[config.mk]
export PLATFORM = sky130hd
export DESIGN_NAME = ieg_top
export DESIGN_NICKNAME = d
export VERILOG_FILES = /design/src/ieg_pkg.sv /design/src/ieg_flag0.sv /design/src/ieg_top.sv
export SDC_FILE = /design/constraint.sdc
export NUM_CORES = 1
export LEC_CHECK = 0
export BUFFER_PORTS_ARGS = -buffer_cell sky130_fd_sc_hd__buf_2
export CORE_MARGIN = 4
export CORE_UTILIZATION = 40
export DETAILED_ROUTE_END_ITERATION = 16
export GPL_TIMING_DRIVEN = 0
export PLACE_DENSITY = 0.65
export RECOVER_POWER = 100
export SETUP_SLACK_MARGIN = 0.4
export SYNTH_ARGS = -nofsm -noshare
export SYNTH_HDL_FRONTEND = slang
export SYNTH_SLANG_ARGS = --single-unit
[constraint.sdc]
create_clock -name pclk -period 3.6 [get_ports pclk]
set_input_delay 0.36 -clock pclk [delete_from_list [all_inputs] [get_ports pclk]]
set_output_delay 0.36 -clock pclk [all_outputs]
set_load 0.02 [all_outputs]
[src/ieg_pkg.sv]
/*
  Package for the interrupt enable and gating block: register offsets,
  field positions, reset values, source bundles and widths.
  Assumes an APB slave with 32-bit data, one aligned word per register.
*/
package ieg_pkg;

  // ----------------------------------------------------------------
  // Register byte offsets (APB word aligned)
  // ----------------------------------------------------------------
  localparam logic [7:0] IEG_OFF_CTRL = 8'h00;
  localparam logic [7:0] IEG_OFF_EN0 = 8'h04;
  localparam logic [7:0] IEG_OFF_EN1 = 8'h08;
  localparam logic [7:0] IEG_OFF_EN2 = 8'h0c;
  localparam logic [7:0] IEG_OFF_EN3 = 8'h10;
  localparam logic [7:0] IEG_OFF_EN4 = 8'h14;
  localparam logic [7:0] IEG_OFF_EN5 = 8'h18;
  localparam logic [7:0] IEG_OFF_EN6 = 8'h1c;
  localparam logic [7:0] IEG_OFF_EN7 = 8'h20;
  localparam logic [7:0] IEG_OFF_FLAG0 = 8'h24;
  localparam logic [7:0] IEG_OFF_FLAG1 = 8'h28;
  localparam logic [7:0] IEG_OFF_STAT = 8'h2c;

  // ----------------------------------------------------------------
  // Control register fields
  // ----------------------------------------------------------------
  localparam int IEG_GLOBAL_EN_BIT = 7;
  localparam int IEG_GROUP_EN_BIT = 6;
  localparam int IEG_EDGE_BIT = 0;
  localparam logic [7:0] IEG_CTRL_MASK = 8'hc1;
  localparam logic [7:0] IEG_CTRL_RST = 8'h01;

  // ----------------------------------------------------------------
  // Enable register implemented-bit masks, index 0 to 7
  // ----------------------------------------------------------------
  localparam logic [7:0] IEG_EN0_MASK = 8'h31;
  localparam logic [7:0] IEG_EN1_MASK = 8'hc1;
  localparam logic [7:0] IEG_EN2_MASK = 8'h43;
  localparam logic [7:0] IEG_EN3_MASK = 8'hff;
  localparam logic [7:0] IEG_EN4_MASK = 8'h03;
  localparam logic [7:0] IEG_EN5_MASK = 8'hf1;
  localparam logic [7:0] IEG_EN6_MASK = 8'h03;
  localparam logic [7:0] IEG_EN7_MASK = 8'h31;
  localparam logic [7:0] IEG_EN_RST = 8'h00;

  // Group zero source positions
  localparam int IEG_TMR0_BIT = 5;
  localparam int IEG_PINCHG_BIT = 4;
  localparam int IEG_EXT_BIT = 0;

  // Pin select width for the external pin input
  localparam int IEG_PIN_W = 5;
  localparam int IEG_NPINS = 32;
  localparam logic [IEG_PIN_W-1:0] IEG_PINSEL_RST = 5'h00;
  localparam logic [15:0] IEG_VECTOR = 16'h0004;

  // Flags of groups one to seven, laid out as the enable registers
  typedef struct packed {
    logic [7:0] g7;
    logic [7:0] g6;
    logic [7:0] g5;
    logic [7:0] g4;
    logic [7:0] g3;
    logic [7:0] g2;
    logic [7:0] g1;
  } ieg_periph_s;

  // Request to the core sequencer
  typedef struct packed {
    logic req;
    logic [15:0] vector;
  } ieg_core_req_s;

endpackage

[src/ieg_flag0.sv]
/*
  Group zero flag register: timer0 overflow, external pin edge flag,
  pin change level. Timer0 and external flags set by hardware, cleared by software writes of zero.
  Assumes source pulses synchronous to pclk.
*/
`timescale 1ns/100ps
module ieg_flag0 (
  // Clock and reset
  input wire logic pclk,
  input wire logic presetn,
  // Events
  input wire logic tmr0_ovf,
  input wire logic ext_edge,
  input wire logic pin_change,
  // Software clear
  input wire logic clr_we,
  input wire logic [7:0] clr_data,
  // Flag state
  output logic [7:0] flags
);
  import ieg_pkg::*;

  logic tmr0_r;
  logic ext_r;

  // ----------------------------------------------------------------
  // Sticky flags, set wins over clear
  // ----------------------------------------------------------------
  always_ff @(posedge pclk or negedge presetn) begin
    if (!presetn) begin
      tmr0_r <= 1'b0;
      ext_r <= 1'b0;
    end else begin
      tmr0_r <= tmr0_ovf | (tmr0_r & ~(clr_we & ~clr_data[IEG_TMR0_BIT]));
      ext_r <= ext_edge | (ext_r & ~(clr_we & ~clr_data[IEG_EXT_BIT]));
    end
  end

  // Pin change flag is a read-only level
  always_comb begin
    flags = 8'h00;
    flags[IEG_TMR0_BIT] = tmr0_r;
    flags[IEG_PINCHG_BIT] = pin_change;
    flags[IEG_EXT_BIT] = ext_r;
  end

endmodule

[src/ieg_top.sv]
/*
  Interrupt enable and gating block: control and eight enable registers
  over APB, external pin selection and edge detection, vector request.
  Assumes pin and flag inputs synchronous to pclk, and a core that
  pulses irq_taken once when it accepts a request.
*/
`timescale 1ns/100ps
module ieg_top (
  // Clock and reset
  input wire logic pclk,
  input wire logic presetn,
  // APB slave
  input wire logic psel,
  input wire logic penable,
  input wire logic pwrite,
  input wire logic [7:0] paddr,
  input wire logic [31:0] pwdata,
  output logic [31:0] prdata,
  output logic pready,
  output logic pslverr,
  // Pins and peripheral sources
  input wire logic [ieg_pkg::IEG_NPINS-1:0] pins,
  input wire logic tmr0_ovf,
  input wire logic pin_change,
  input wire ieg_pkg::ieg_periph_s periph_flags,
  // Core sequencer
  input wire logic irq_taken,
  input wire logic irq_return,
  output ieg_pkg::ieg_core_req_s core_req
);
  import ieg_pkg::*;

  logic [7:0] ctrl_r;
  logic [7:0] en_r [0:7];
  logic [IEG_PIN_W-1:0] pinsel_r;
  logic ext_pin_d_r;
  logic ext_pin;
  logic ext_edge;
  logic [7:0] flag0;
  logic apb_wr;
  logic apb_rd;
  logic [31:0] rdata_nxt;
  logic addr_ok;
  logic [7:0] periph_vec [1:7];
  logic grp0_hit;
  logic grp_hit;
  logic flag0_we;
  logic [3:0] en_idx;
  logic [7:0] unimpl_bits;

  // Implemented bits of an enable register by index
  function automatic logic [7:0] en_mask(input int idx);
    case (idx)
      0: en_mask = IEG_EN0_MASK;
      1: en_mask = IEG_EN1_MASK;
      2: en_mask = IEG_EN2_MASK;
      3: en_mask = IEG_EN3_MASK;
      4: en_mask = IEG_EN4_MASK;
      5: en_mask = IEG_EN5_MASK;
      6: en_mask = IEG_EN6_MASK;
      7: en_mask = IEG_EN7_MASK;
      default: en_mask = 8'h00;
    endcase
  endfunction

  // Enable register index from address, eight if not one
  function automatic logic [3:0] en_index(input logic [7:0] a);
    case (a)
      IEG_OFF_EN0: en_index = 4'h0;
      IEG_OFF_EN1: en_index = 4'h1;
      IEG_OFF_EN2: en_index = 4'h2;
      IEG_OFF_EN3: en_index = 4'h3;
      IEG_OFF_EN4: en_index = 4'h4;
      IEG_OFF_EN5: en_index = 4'h5;
      IEG_OFF_EN6: en_index = 4'h6;
      IEG_OFF_EN7: en_index = 4'h7;
      default: en_index = 4'h8;
    endcase
  endfunction

  // ----------------------------------------------------------------
  // APB strobes, zero wait state
  // ----------------------------------------------------------------
  assign pready = 1'b1;
  assign apb_wr = psel & penable & pwrite;
  assign apb_rd = psel & ~penable & ~pwrite;
  assign addr_ok = (en_index(paddr) != 4'h8) || (paddr == IEG_OFF_CTRL) || (paddr == IEG_OFF_FLAG0)
    || (paddr == IEG_OFF_FLAG1) || (paddr == IEG_OFF_STAT);
  assign pslverr = psel & penable & ~addr_ok;
  assign flag0_we = apb_wr && (paddr == IEG_OFF_FLAG0);
  assign en_idx = en_index(paddr);

  // ----------------------------------------------------------------
  // Control register
  // ----------------------------------------------------------------
  // Software writes, taken interrupt clears global, return sets it
  always_ff @(posedge pclk or negedge presetn) begin
    if (!presetn) begin
      ctrl_r <= IEG_CTRL_RST;
    end else if (irq_taken && ctrl_r[IEG_GLOBAL_EN_BIT]) begin
      ctrl_r[IEG_GLOBAL_EN_BIT] <= 1'b0;
    end else if (irq_return) begin
      ctrl_r[IEG_GLOBAL_EN_BIT] <= 1'b1;
    end else if (apb_wr && (paddr == IEG_OFF_CTRL)) begin
      ctrl_r <= pwdata[7:0] & IEG_CTRL_MASK;
    end
  end

  // Enable registers
  always_ff @(posedge pclk or negedge presetn) begin
    if (!presetn) begin
      for (int i = 0; i < 8; i++) begin
        en_r[i] <= IEG_EN_RST;
      end
    end else if (apb_wr && (en_idx != 4'h8)) begin
      en_r[en_idx[2:0]] <= pwdata[7:0] & en_mask(int'(en_idx));
    end
  end

  // External pin select register
  always_ff @(posedge pclk or negedge presetn) begin
    if (!presetn) begin
      pinsel_r <= IEG_PINSEL_RST;
    end else if (apb_wr && (paddr == IEG_OFF_STAT)) begin
      pinsel_r <= pwdata[IEG_PIN_W-1:0];
    end
  end

  // ----------------------------------------------------------------
  // External pin selection and edge detection
  // ----------------------------------------------------------------
  assign ext_pin = pins[pinsel_r];

  always_ff @(posedge pclk or negedge presetn) begin
    if (!presetn) begin
      ext_pin_d_r <= 1'b1; // No false rising edge after reset
    end else begin
      ext_pin_d_r <= ext_pin;
    end
  end

  // Rising when select set, falling when clear
  assign ext_edge = ctrl_r[IEG_EDGE_BIT] ? (ext_pin & ~ext_pin_d_r) : (~ext_pin & ext_pin_d_r);

  // Group zero flags
  ieg_flag0 u_flag0 (
    .pclk(pclk),
    .presetn(presetn),
    .tmr0_ovf(tmr0_ovf),
    .ext_edge(ext_edge),
    .pin_change(pin_change),
    .clr_we(flag0_we),
    .clr_data(pwdata[7:0]),
    .flags(flag0)
  );

  // ----------------------------------------------------------------
  // Request gating
  // ----------------------------------------------------------------
  always_comb begin
    periph_vec[1] = periph_flags.g1;
    periph_vec[2] = periph_flags.g2;
    periph_vec[3] = periph_flags.g3;
    periph_vec[4] = periph_flags.g4;
    periph_vec[5] = periph_flags.g5;
    periph_vec[6] = periph_flags.g6;
    periph_vec[7] = periph_flags.g7;
    grp_hit = 1'b0;
    for (int g = 1; g < 8; g++) begin
      grp_hit = grp_hit | (|(periph_vec[g] & en_r[g]));
    end
  end

  assign grp0_hit = |(flag0 & en_r[0]);

  // Request registered toward the core
  always_ff @(posedge pclk or negedge presetn) begin
    if (!presetn) begin
      core_req <= '0;
    end else begin
      core_req.req <= ctrl_r[IEG_GLOBAL_EN_BIT] & ~irq_taken
        & (grp0_hit | (ctrl_r[IEG_GROUP_EN_BIT] & grp_hit));
      core_req.vector <= IEG_VECTOR;
    end
  end

  // ----------------------------------------------------------------
  // Read data, registered in the setup phase
  // ----------------------------------------------------------------
  always_comb begin
    rdata_nxt = 32'h0000_0000;
    if (paddr == IEG_OFF_CTRL) begin
      rdata_nxt[7:0] = ctrl_r;
    end else if (en_index(paddr) != 4'h8) begin
      rdata_nxt[7:0] = en_r[en_idx[2:0]];
    end else if (paddr == IEG_OFF_FLAG0) begin
      rdata_nxt[7:0] = flag0;
    end else if (paddr == IEG_OFF_FLAG1) begin
      rdata_nxt = {periph_flags.g4, periph_flags.g3, periph_flags.g2, periph_flags.g1};
    end else if (paddr == IEG_OFF_STAT) begin
      rdata_nxt = {periph_flags.g7, periph_flags.g6, periph_flags.g5, 3'h0, pinsel_r};
    end
  end

  always_ff @(posedge pclk or negedge presetn) begin
    if (!presetn) begin
      prdata <= 32'h0000_0000;
    end else if (apb_rd) begin
      prdata <= rdata_nxt;
    end
  end

  // ----------------------------------------------------------------
  // Assertions
  // ----------------------------------------------------------------
  property p_global_block;
    @(posedge pclk) disable iff (!presetn) !ctrl_r[IEG_GLOBAL_EN_BIT] |=> !core_req.req;
  endproperty
  a_global_block: assert property (p_global_block) else $error("request with global enable clear");

  property p_group_block;
    @(posedge pclk) disable iff (!presetn) (!ctrl_r[IEG_GROUP_EN_BIT] && !grp0_hit) |=> !core_req.req;
  endproperty
  a_group_block: assert property (p_group_block) else $error("peripheral request without group enable");

  property p_grp0_pass;
    @(posedge pclk) disable iff (!presetn) (ctrl_r[IEG_GLOBAL_EN_BIT] && grp0_hit && !irq_taken) |=> core_req.req;
  endproperty
  a_grp0_pass: assert property (p_grp0_pass) else $error("group zero request lost");

  property p_edge_rise;
    @(posedge pclk) disable iff (!presetn)
      (ctrl_r[IEG_EDGE_BIT] && ext_pin && !ext_pin_d_r && !flag0_we) |=> flag0[IEG_EXT_BIT];
  endproperty
  a_edge_rise: assert property (p_edge_rise) else $error("rising edge not flagged");

  property p_edge_fall;
    @(posedge pclk) disable iff (!presetn) (!ctrl_r[IEG_EDGE_BIT] && $fell(ext_pin)) |-> ext_edge;
  endproperty
  a_edge_fall: assert property (p_edge_fall) else $error("falling edge missed");

  // Any unimplemented bit held in the control or any enable register
  always_comb begin
    unimpl_bits = ctrl_r & ~IEG_CTRL_MASK;
    for (int g = 0; g < 8; g++) begin
      unimpl_bits = unimpl_bits | (en_r[g] & ~en_mask(g));
    end
  end

  property p_unimpl_zero;
    @(posedge pclk) disable iff (!presetn) unimpl_bits == 8'h00;
  endproperty
  a_unimpl_zero: assert property (p_unimpl_zero) else $error("unimplemented bit set");

  property p_taken_clears;
    @(posedge pclk) disable iff (!presetn)
      (irq_taken && ctrl_r[IEG_GLOBAL_EN_BIT]) |=> !ctrl_r[IEG_GLOBAL_EN_BIT] ##1 !core_req.req;
  endproperty
  a_taken_clears: assert property (p_taken_clears) else $error("global enable not cleared on take");

  property p_flag_set;
    @(posedge pclk) disable iff (!presetn) tmr0_ovf |=> flag0[IEG_TMR0_BIT];
  endproperty
  a_flag_set: assert property (p_flag_set) else $error("timer0 flag not set");

  property p_vector;
    @(posedge pclk) disable iff (!presetn) core_req.req |-> (core_req.vector == IEG_VECTOR);
  endproperty
  a_vector: assert property (p_vector) else $error("wrong vector");

  property p_read_ctrl_unimpl;
    @(posedge pclk) disable iff (!presetn)
      (psel && penable && !pwrite && (paddr == IEG_OFF_CTRL)) |-> ((prdata & ~{24'h0, IEG_CTRL_MASK}) == 32'h0);
  endproperty
  a_read_ctrl_unimpl: assert property (p_read_ctrl_unimpl) else $error("control read shows unused bits");

  property p_read_en_unimpl;
    @(posedge pclk) disable iff (!presetn)
      (psel && penable && !pwrite && (en_idx != 4'h8)) |-> ((prdata & ~{24'h0, en_mask(int'(en_idx))}) == 32'h0);
  endproperty
  a_read_en_unimpl: assert property (p_read_en_unimpl) else $error("enable read shows unused bits");

  property p_tmr0_pass;
    @(posedge pclk) disable iff (!presetn)
      (ctrl_r[IEG_GLOBAL_EN_BIT] && en_r[0][IEG_TMR0_BIT] && flag0[IEG_TMR0_BIT] && !irq_taken) |=> core_req.req;
  endproperty
  a_tmr0_pass: assert property (p_tmr0_pass) else $error("timer0 request lost");

  property p_pinchg_pass;
    @(posedge pclk) disable iff (!presetn)
      (ctrl_r[IEG_GLOBAL_EN_BIT] && en_r[0][IEG_PINCHG_BIT] && pin_change && !irq_taken) |=> core_req.req;
  endproperty
  a_pinchg_pass: assert property (p_pinchg_pass) else $error("pin change request lost");

  property p_ext_pass;
    @(posedge pclk) disable iff (!presetn)
      (ctrl_r[IEG_GLOBAL_EN_BIT] && en_r[0][IEG_EXT_BIT] && flag0[IEG_EXT_BIT] && !irq_taken) |=> core_req.req;
  endproperty
  a_ext_pass: assert property (p_ext_pass) else $error("external pin request lost");

  property p_group_pass;
    @(posedge pclk) disable iff (!presetn)
      (ctrl_r[IEG_GLOBAL_EN_BIT] && ctrl_r[IEG_GROUP_EN_BIT] && grp_hit && !irq_taken) |=> core_req.req;
  endproperty
  a_group_pass: assert property (p_group_pass) else $error("peripheral request lost");

  property p_no_rise_on_fall;
    @(posedge pclk) disable iff (!presetn) (!ctrl_r[IEG_EDGE_BIT] && $rose(ext_pin)) |-> !ext_edge;
  endproperty
  a_no_rise_on_fall: assert property (p_no_rise_on_fall) else $error("rising edge taken in falling mode");

  property p_no_fall_on_rise;
    @(posedge pclk) disable iff (!presetn) (ctrl_r[IEG_EDGE_BIT] && $fell(ext_pin)) |-> !ext_edge;
  endproperty
  a_no_fall_on_rise: assert property (p_no_fall_on_rise) else $error("falling edge taken in rising mode");

  property p_ext_flag_set;
    @(posedge pclk) disable iff (!presetn) ext_edge |=> flag0[IEG_EXT_BIT];
  endproperty
  a_ext_flag_set: assert property (p_ext_flag_set) else $error("external pin flag not set");

  property p_taken_drop;
    @(posedge pclk) disable iff (!presetn) irq_taken |=> !core_req.req;
  endproperty
  a_taken_drop: assert property (p_taken_drop) else $error("request still up after take");

  property p_return_sets;
    @(posedge pclk) disable iff (!presetn) (irq_return && !irq_taken) |=> ctrl_r[IEG_GLOBAL_EN_BIT];
  endproperty
  a_return_sets: assert property (p_return_sets) else $error("return did not set global enable");

endmodule

==> results.json <==
{
  "status": "complete, but fails checks",
  "violations": "max-capacitance violations, max-slew violations",
  "synth_top_area_frac": 0.443,
  "drt_iter0_drc": 445,
  "antenna_left": 0,
  "power_density_nw_per_um2": 345,
  "nFillCells": 1399,
  "worst_clock_skew_ps": 6.41,
  "dp_hpwl_um": 16800,
  "routed_via_density": 5.92,
  "dpl_cell_area_um2": 7090,
  "post_cts_buffers": 0,
  "die_w_um": 131,
  "drv_slew": 65,
  "yosysUniqueCellTypes": 58,
  "ys_ff_latch": 109,
  "vias": 5679,
  "syn_area_um2": 6040,
  "final_cell_mix": "buf_2 (118), dfrtp_1 (107), nand2_1 (66)",
  "power_switching_mw": 0.631,
  "fin_crit_sh": 0.919,
  "clockPowerShare": 0.404,
  "path_clk_slew_ps": 70,
  "grt_antenna_before_repair": 0,
  "diodes": 0,
  "cts_sinks": 109,
  "syn_inst": 597,
  "leakage_nw": 3.33,
  "final_layout_size_suffix_gt1_frac": 0.275,
  "tritoncts": "built",
  "fin_crit_ps": 3310,
  "coreArea_um2": 14600,
  "synth_edf_count": 0,
  "crit_slowest_cell": "nor3_1",
  "pin_count": 188,
  "place_congestion": 0.946,
  "start_util": 0.412,
  "reg2reg_from": "en_r[54]$_DFFE_PN0P_",
  "setup_violations": 0,
  "cts_root_buf": "clkbuf_16",
  "fmax_mhz": 302,
  "p_comb_frac": 0.105,
  "drc": 0,
  "grt_pass1_vias": 5509,
  "ys_seq_area_frac": 0.452,
  "synth_top_area_cell": "dfrtp_1",
  "die_h_um": 131,
  "hp-start": "tmr0_ovf",
  "cpPeakStageDelay_ps": 1160,
  "finalPower_mw": 2.52,
  "grt_start_max_net_pins": 65,
  "die_area_um2": 17100,
  "slew_headroom": -0.0890,
  "htree_levels": 3,
  "irDropWorstVdd_mv": 0.249,
  "grtUsageTotal": 0.244,
  "synth-async-reset-ratio": 1.00,
  "yosys-top-cells-area": "dfrtp_1 (44%), mux2_2 (8.8%), a22oi_1 (7.3%)",
  "path_cells": "clkbuf_1 > nor4_2 > clkbuf_1 > nand2_1 > nor3_1 > mux2_2",
  "overflow": 0,
  "num_rows": 44,
  "layout_setup_ws_ps": 293,
  "seq_power_share": 0.491,
  "ys.flop_type": "dfrtp_1",
  "area_growth_pct": 20.9,
  "path_common_cell": "clkbuf_1",
  "swShare": 0.251,
  "grt_pass1_wl_um": 31300,
  "rsz0062_at_grt": "false",
  "fin_nets": 910,
  "fin_hold_ws_ps": 194,
  "arrival_ps": 3550,
  "final-hold-violation-count": 0,
  "final_cell_area_um2": 7300,
  "clk_latency_ps": 360,
  "max-cap-violations": 1,
  "synth_area_per_cell_um2": 10.1,
  "tightest_slew_ps": 1630,
  "endpoint_kind": "flip-flop",
  "numCtsBuffers": 9,
  "hold_class": "primary input to flip-flop",
  "required_ps": 3850,
  "clk_path_buf_depth": 2,
  "crit_start": "paddr[1]",
  "ys_warn_count": 0,
  "drtPass1Iterations": 5,
  "io_buffers": 146,
  "totalWireLength_um": 21000,
  "layout_commonest_cell": "buf_2",
  "avgRoutedWirePerCell_um": 21.9,
  "cts_hold_buf": 0,
  "utilization": 0.498,
  "cp-start-kind": "primary input",
  "crit_type": "primary input to flip-flop",
  "place_ws_ps": -248,
  "intPower_mw": 1.89,
  "path_max_fanout": 10
}
## power by group through the flow
stage / registers, mW / clock network [mW] / logic, mW
global route: 1.24 / 1.08 / 0.288
CTS: 1.24 / 1.03 / 0.267
finish: 1.24 / 1.02 / 0.265
detailed placement: 1.26 / 0 / 0.265
floorplan: 1.26 / 0 / 0.115
global placement: 1.26 / 0 / 0.258
## per-stage QoR
stage                     TNS [ps]  cells
after floorplan                  0    612
after global placement       -1720    942
after detailed placement     -2720    943
after CTS                        0    959
after global routing             0    959
final                            0    959
## worst paths after layout
check / to / slack, ps / cells past startpoint
setup / recovery: en_r[25]$_DFFE_PN0P_ / 290 / 6
hold / removal: u_flag0.tmr0_r$_DFF_PN0_ / 190 / 2
setup reg to reg: core_req[16]$_DFF_PN0_ / 1090 / 6
hold reg to reg: prdata[15]$_DFFE_PN0P_ / 480 / 2
max in group asynchronous: en_r[12]$_DFFE_PN0P_ / 1270 / 2
min in group asynchronous: prdata[1]$_DFFE_PN0P_ / 410 / 1
## synth_stat cells (all sizes together) (2+ instances only)
library cell,n
a21oi,19
clkbuf,12
a221o,3
nand2,66
nor4,2
and2,18
o31ai,2
mux2,47
nor3,5
o21a,3
o211ai,3
or4,2
o22ai,3
dfrtp,107
nor3b,2
inv,6
nor2b,16
dfstp,2
nand3b,2
mux2i,31
buf,33
a211o,3
and3,8
o2111ai,2
nand2b,8
a221oi,9
a22oi,59
a22o,4
a211oi,3
and4,2
nand4,7
nor2,22
a21o,3
o221ai,4
o21bai,3
o21ai,47
nand3,13
conb,2
ha,3
or3b,2
## kinds of logic after synthesis
logic type      Yosys count  share of synthesized area
mux                      78                      0.139
other cells               2                    0.00124
buf+inv                  51                     0.0456
flops                   109                      0.452
compound gates          176                      0.203
simple gates            177                      0.151
fa+ha+maj                 4                    0.00787
## timing repair
item / in CTS / in global routing
gates resized for setup: 4 / 1
hold endpoints to repair: 0 / 0
cloned: 0 / 0
endpoints found under the setup margin: 14 / 11
## routing by layer
| layer | share of wire | GRT usage | up-vias |
|---|---|---|---|
| met1 | 0.41 | 0.332 | 2792 |
| met2 | 0.48 | 0.388 | 305 |
| met5 | 0 | 0 | - |
| met3 | 0.090 | 0.0549 | 39 |
| met4 | 0.027 | 0.0799 | 0 |
| li1 | - | - | 2543 |
## cell type report
type	instances	area, um^2	share of cell area
buffer	45	250	0.0343
tap	184	230	0.0315
multi-input combinational	452	3070	0.421
inverter	6	22.5	0.00309
timing repair buffer	147	691	0.0946
sequential	109	2730	0.374
clock inverter	5	60.1	0.00823
clock buffer	11	243	0.0333
## worst max-delay path, delay by kind of cell
family / cells / cell delay (ps)
buffers and inverters: 2 / 570
and+or+nand+nor: 3 / 2180
muxes: 1 / 420
## state kept, by name (all words and copies together) (netlist names)
signal          cells
core_req            2
ctrl_r              3
en_r               64
ext_pin_d_r         1
pinsel_r            5
prdata             32
u_flag0.ext_r       1
u_flag0.tmr0_r      1
No activity file was read; power rests on OpenSTA's default activity.
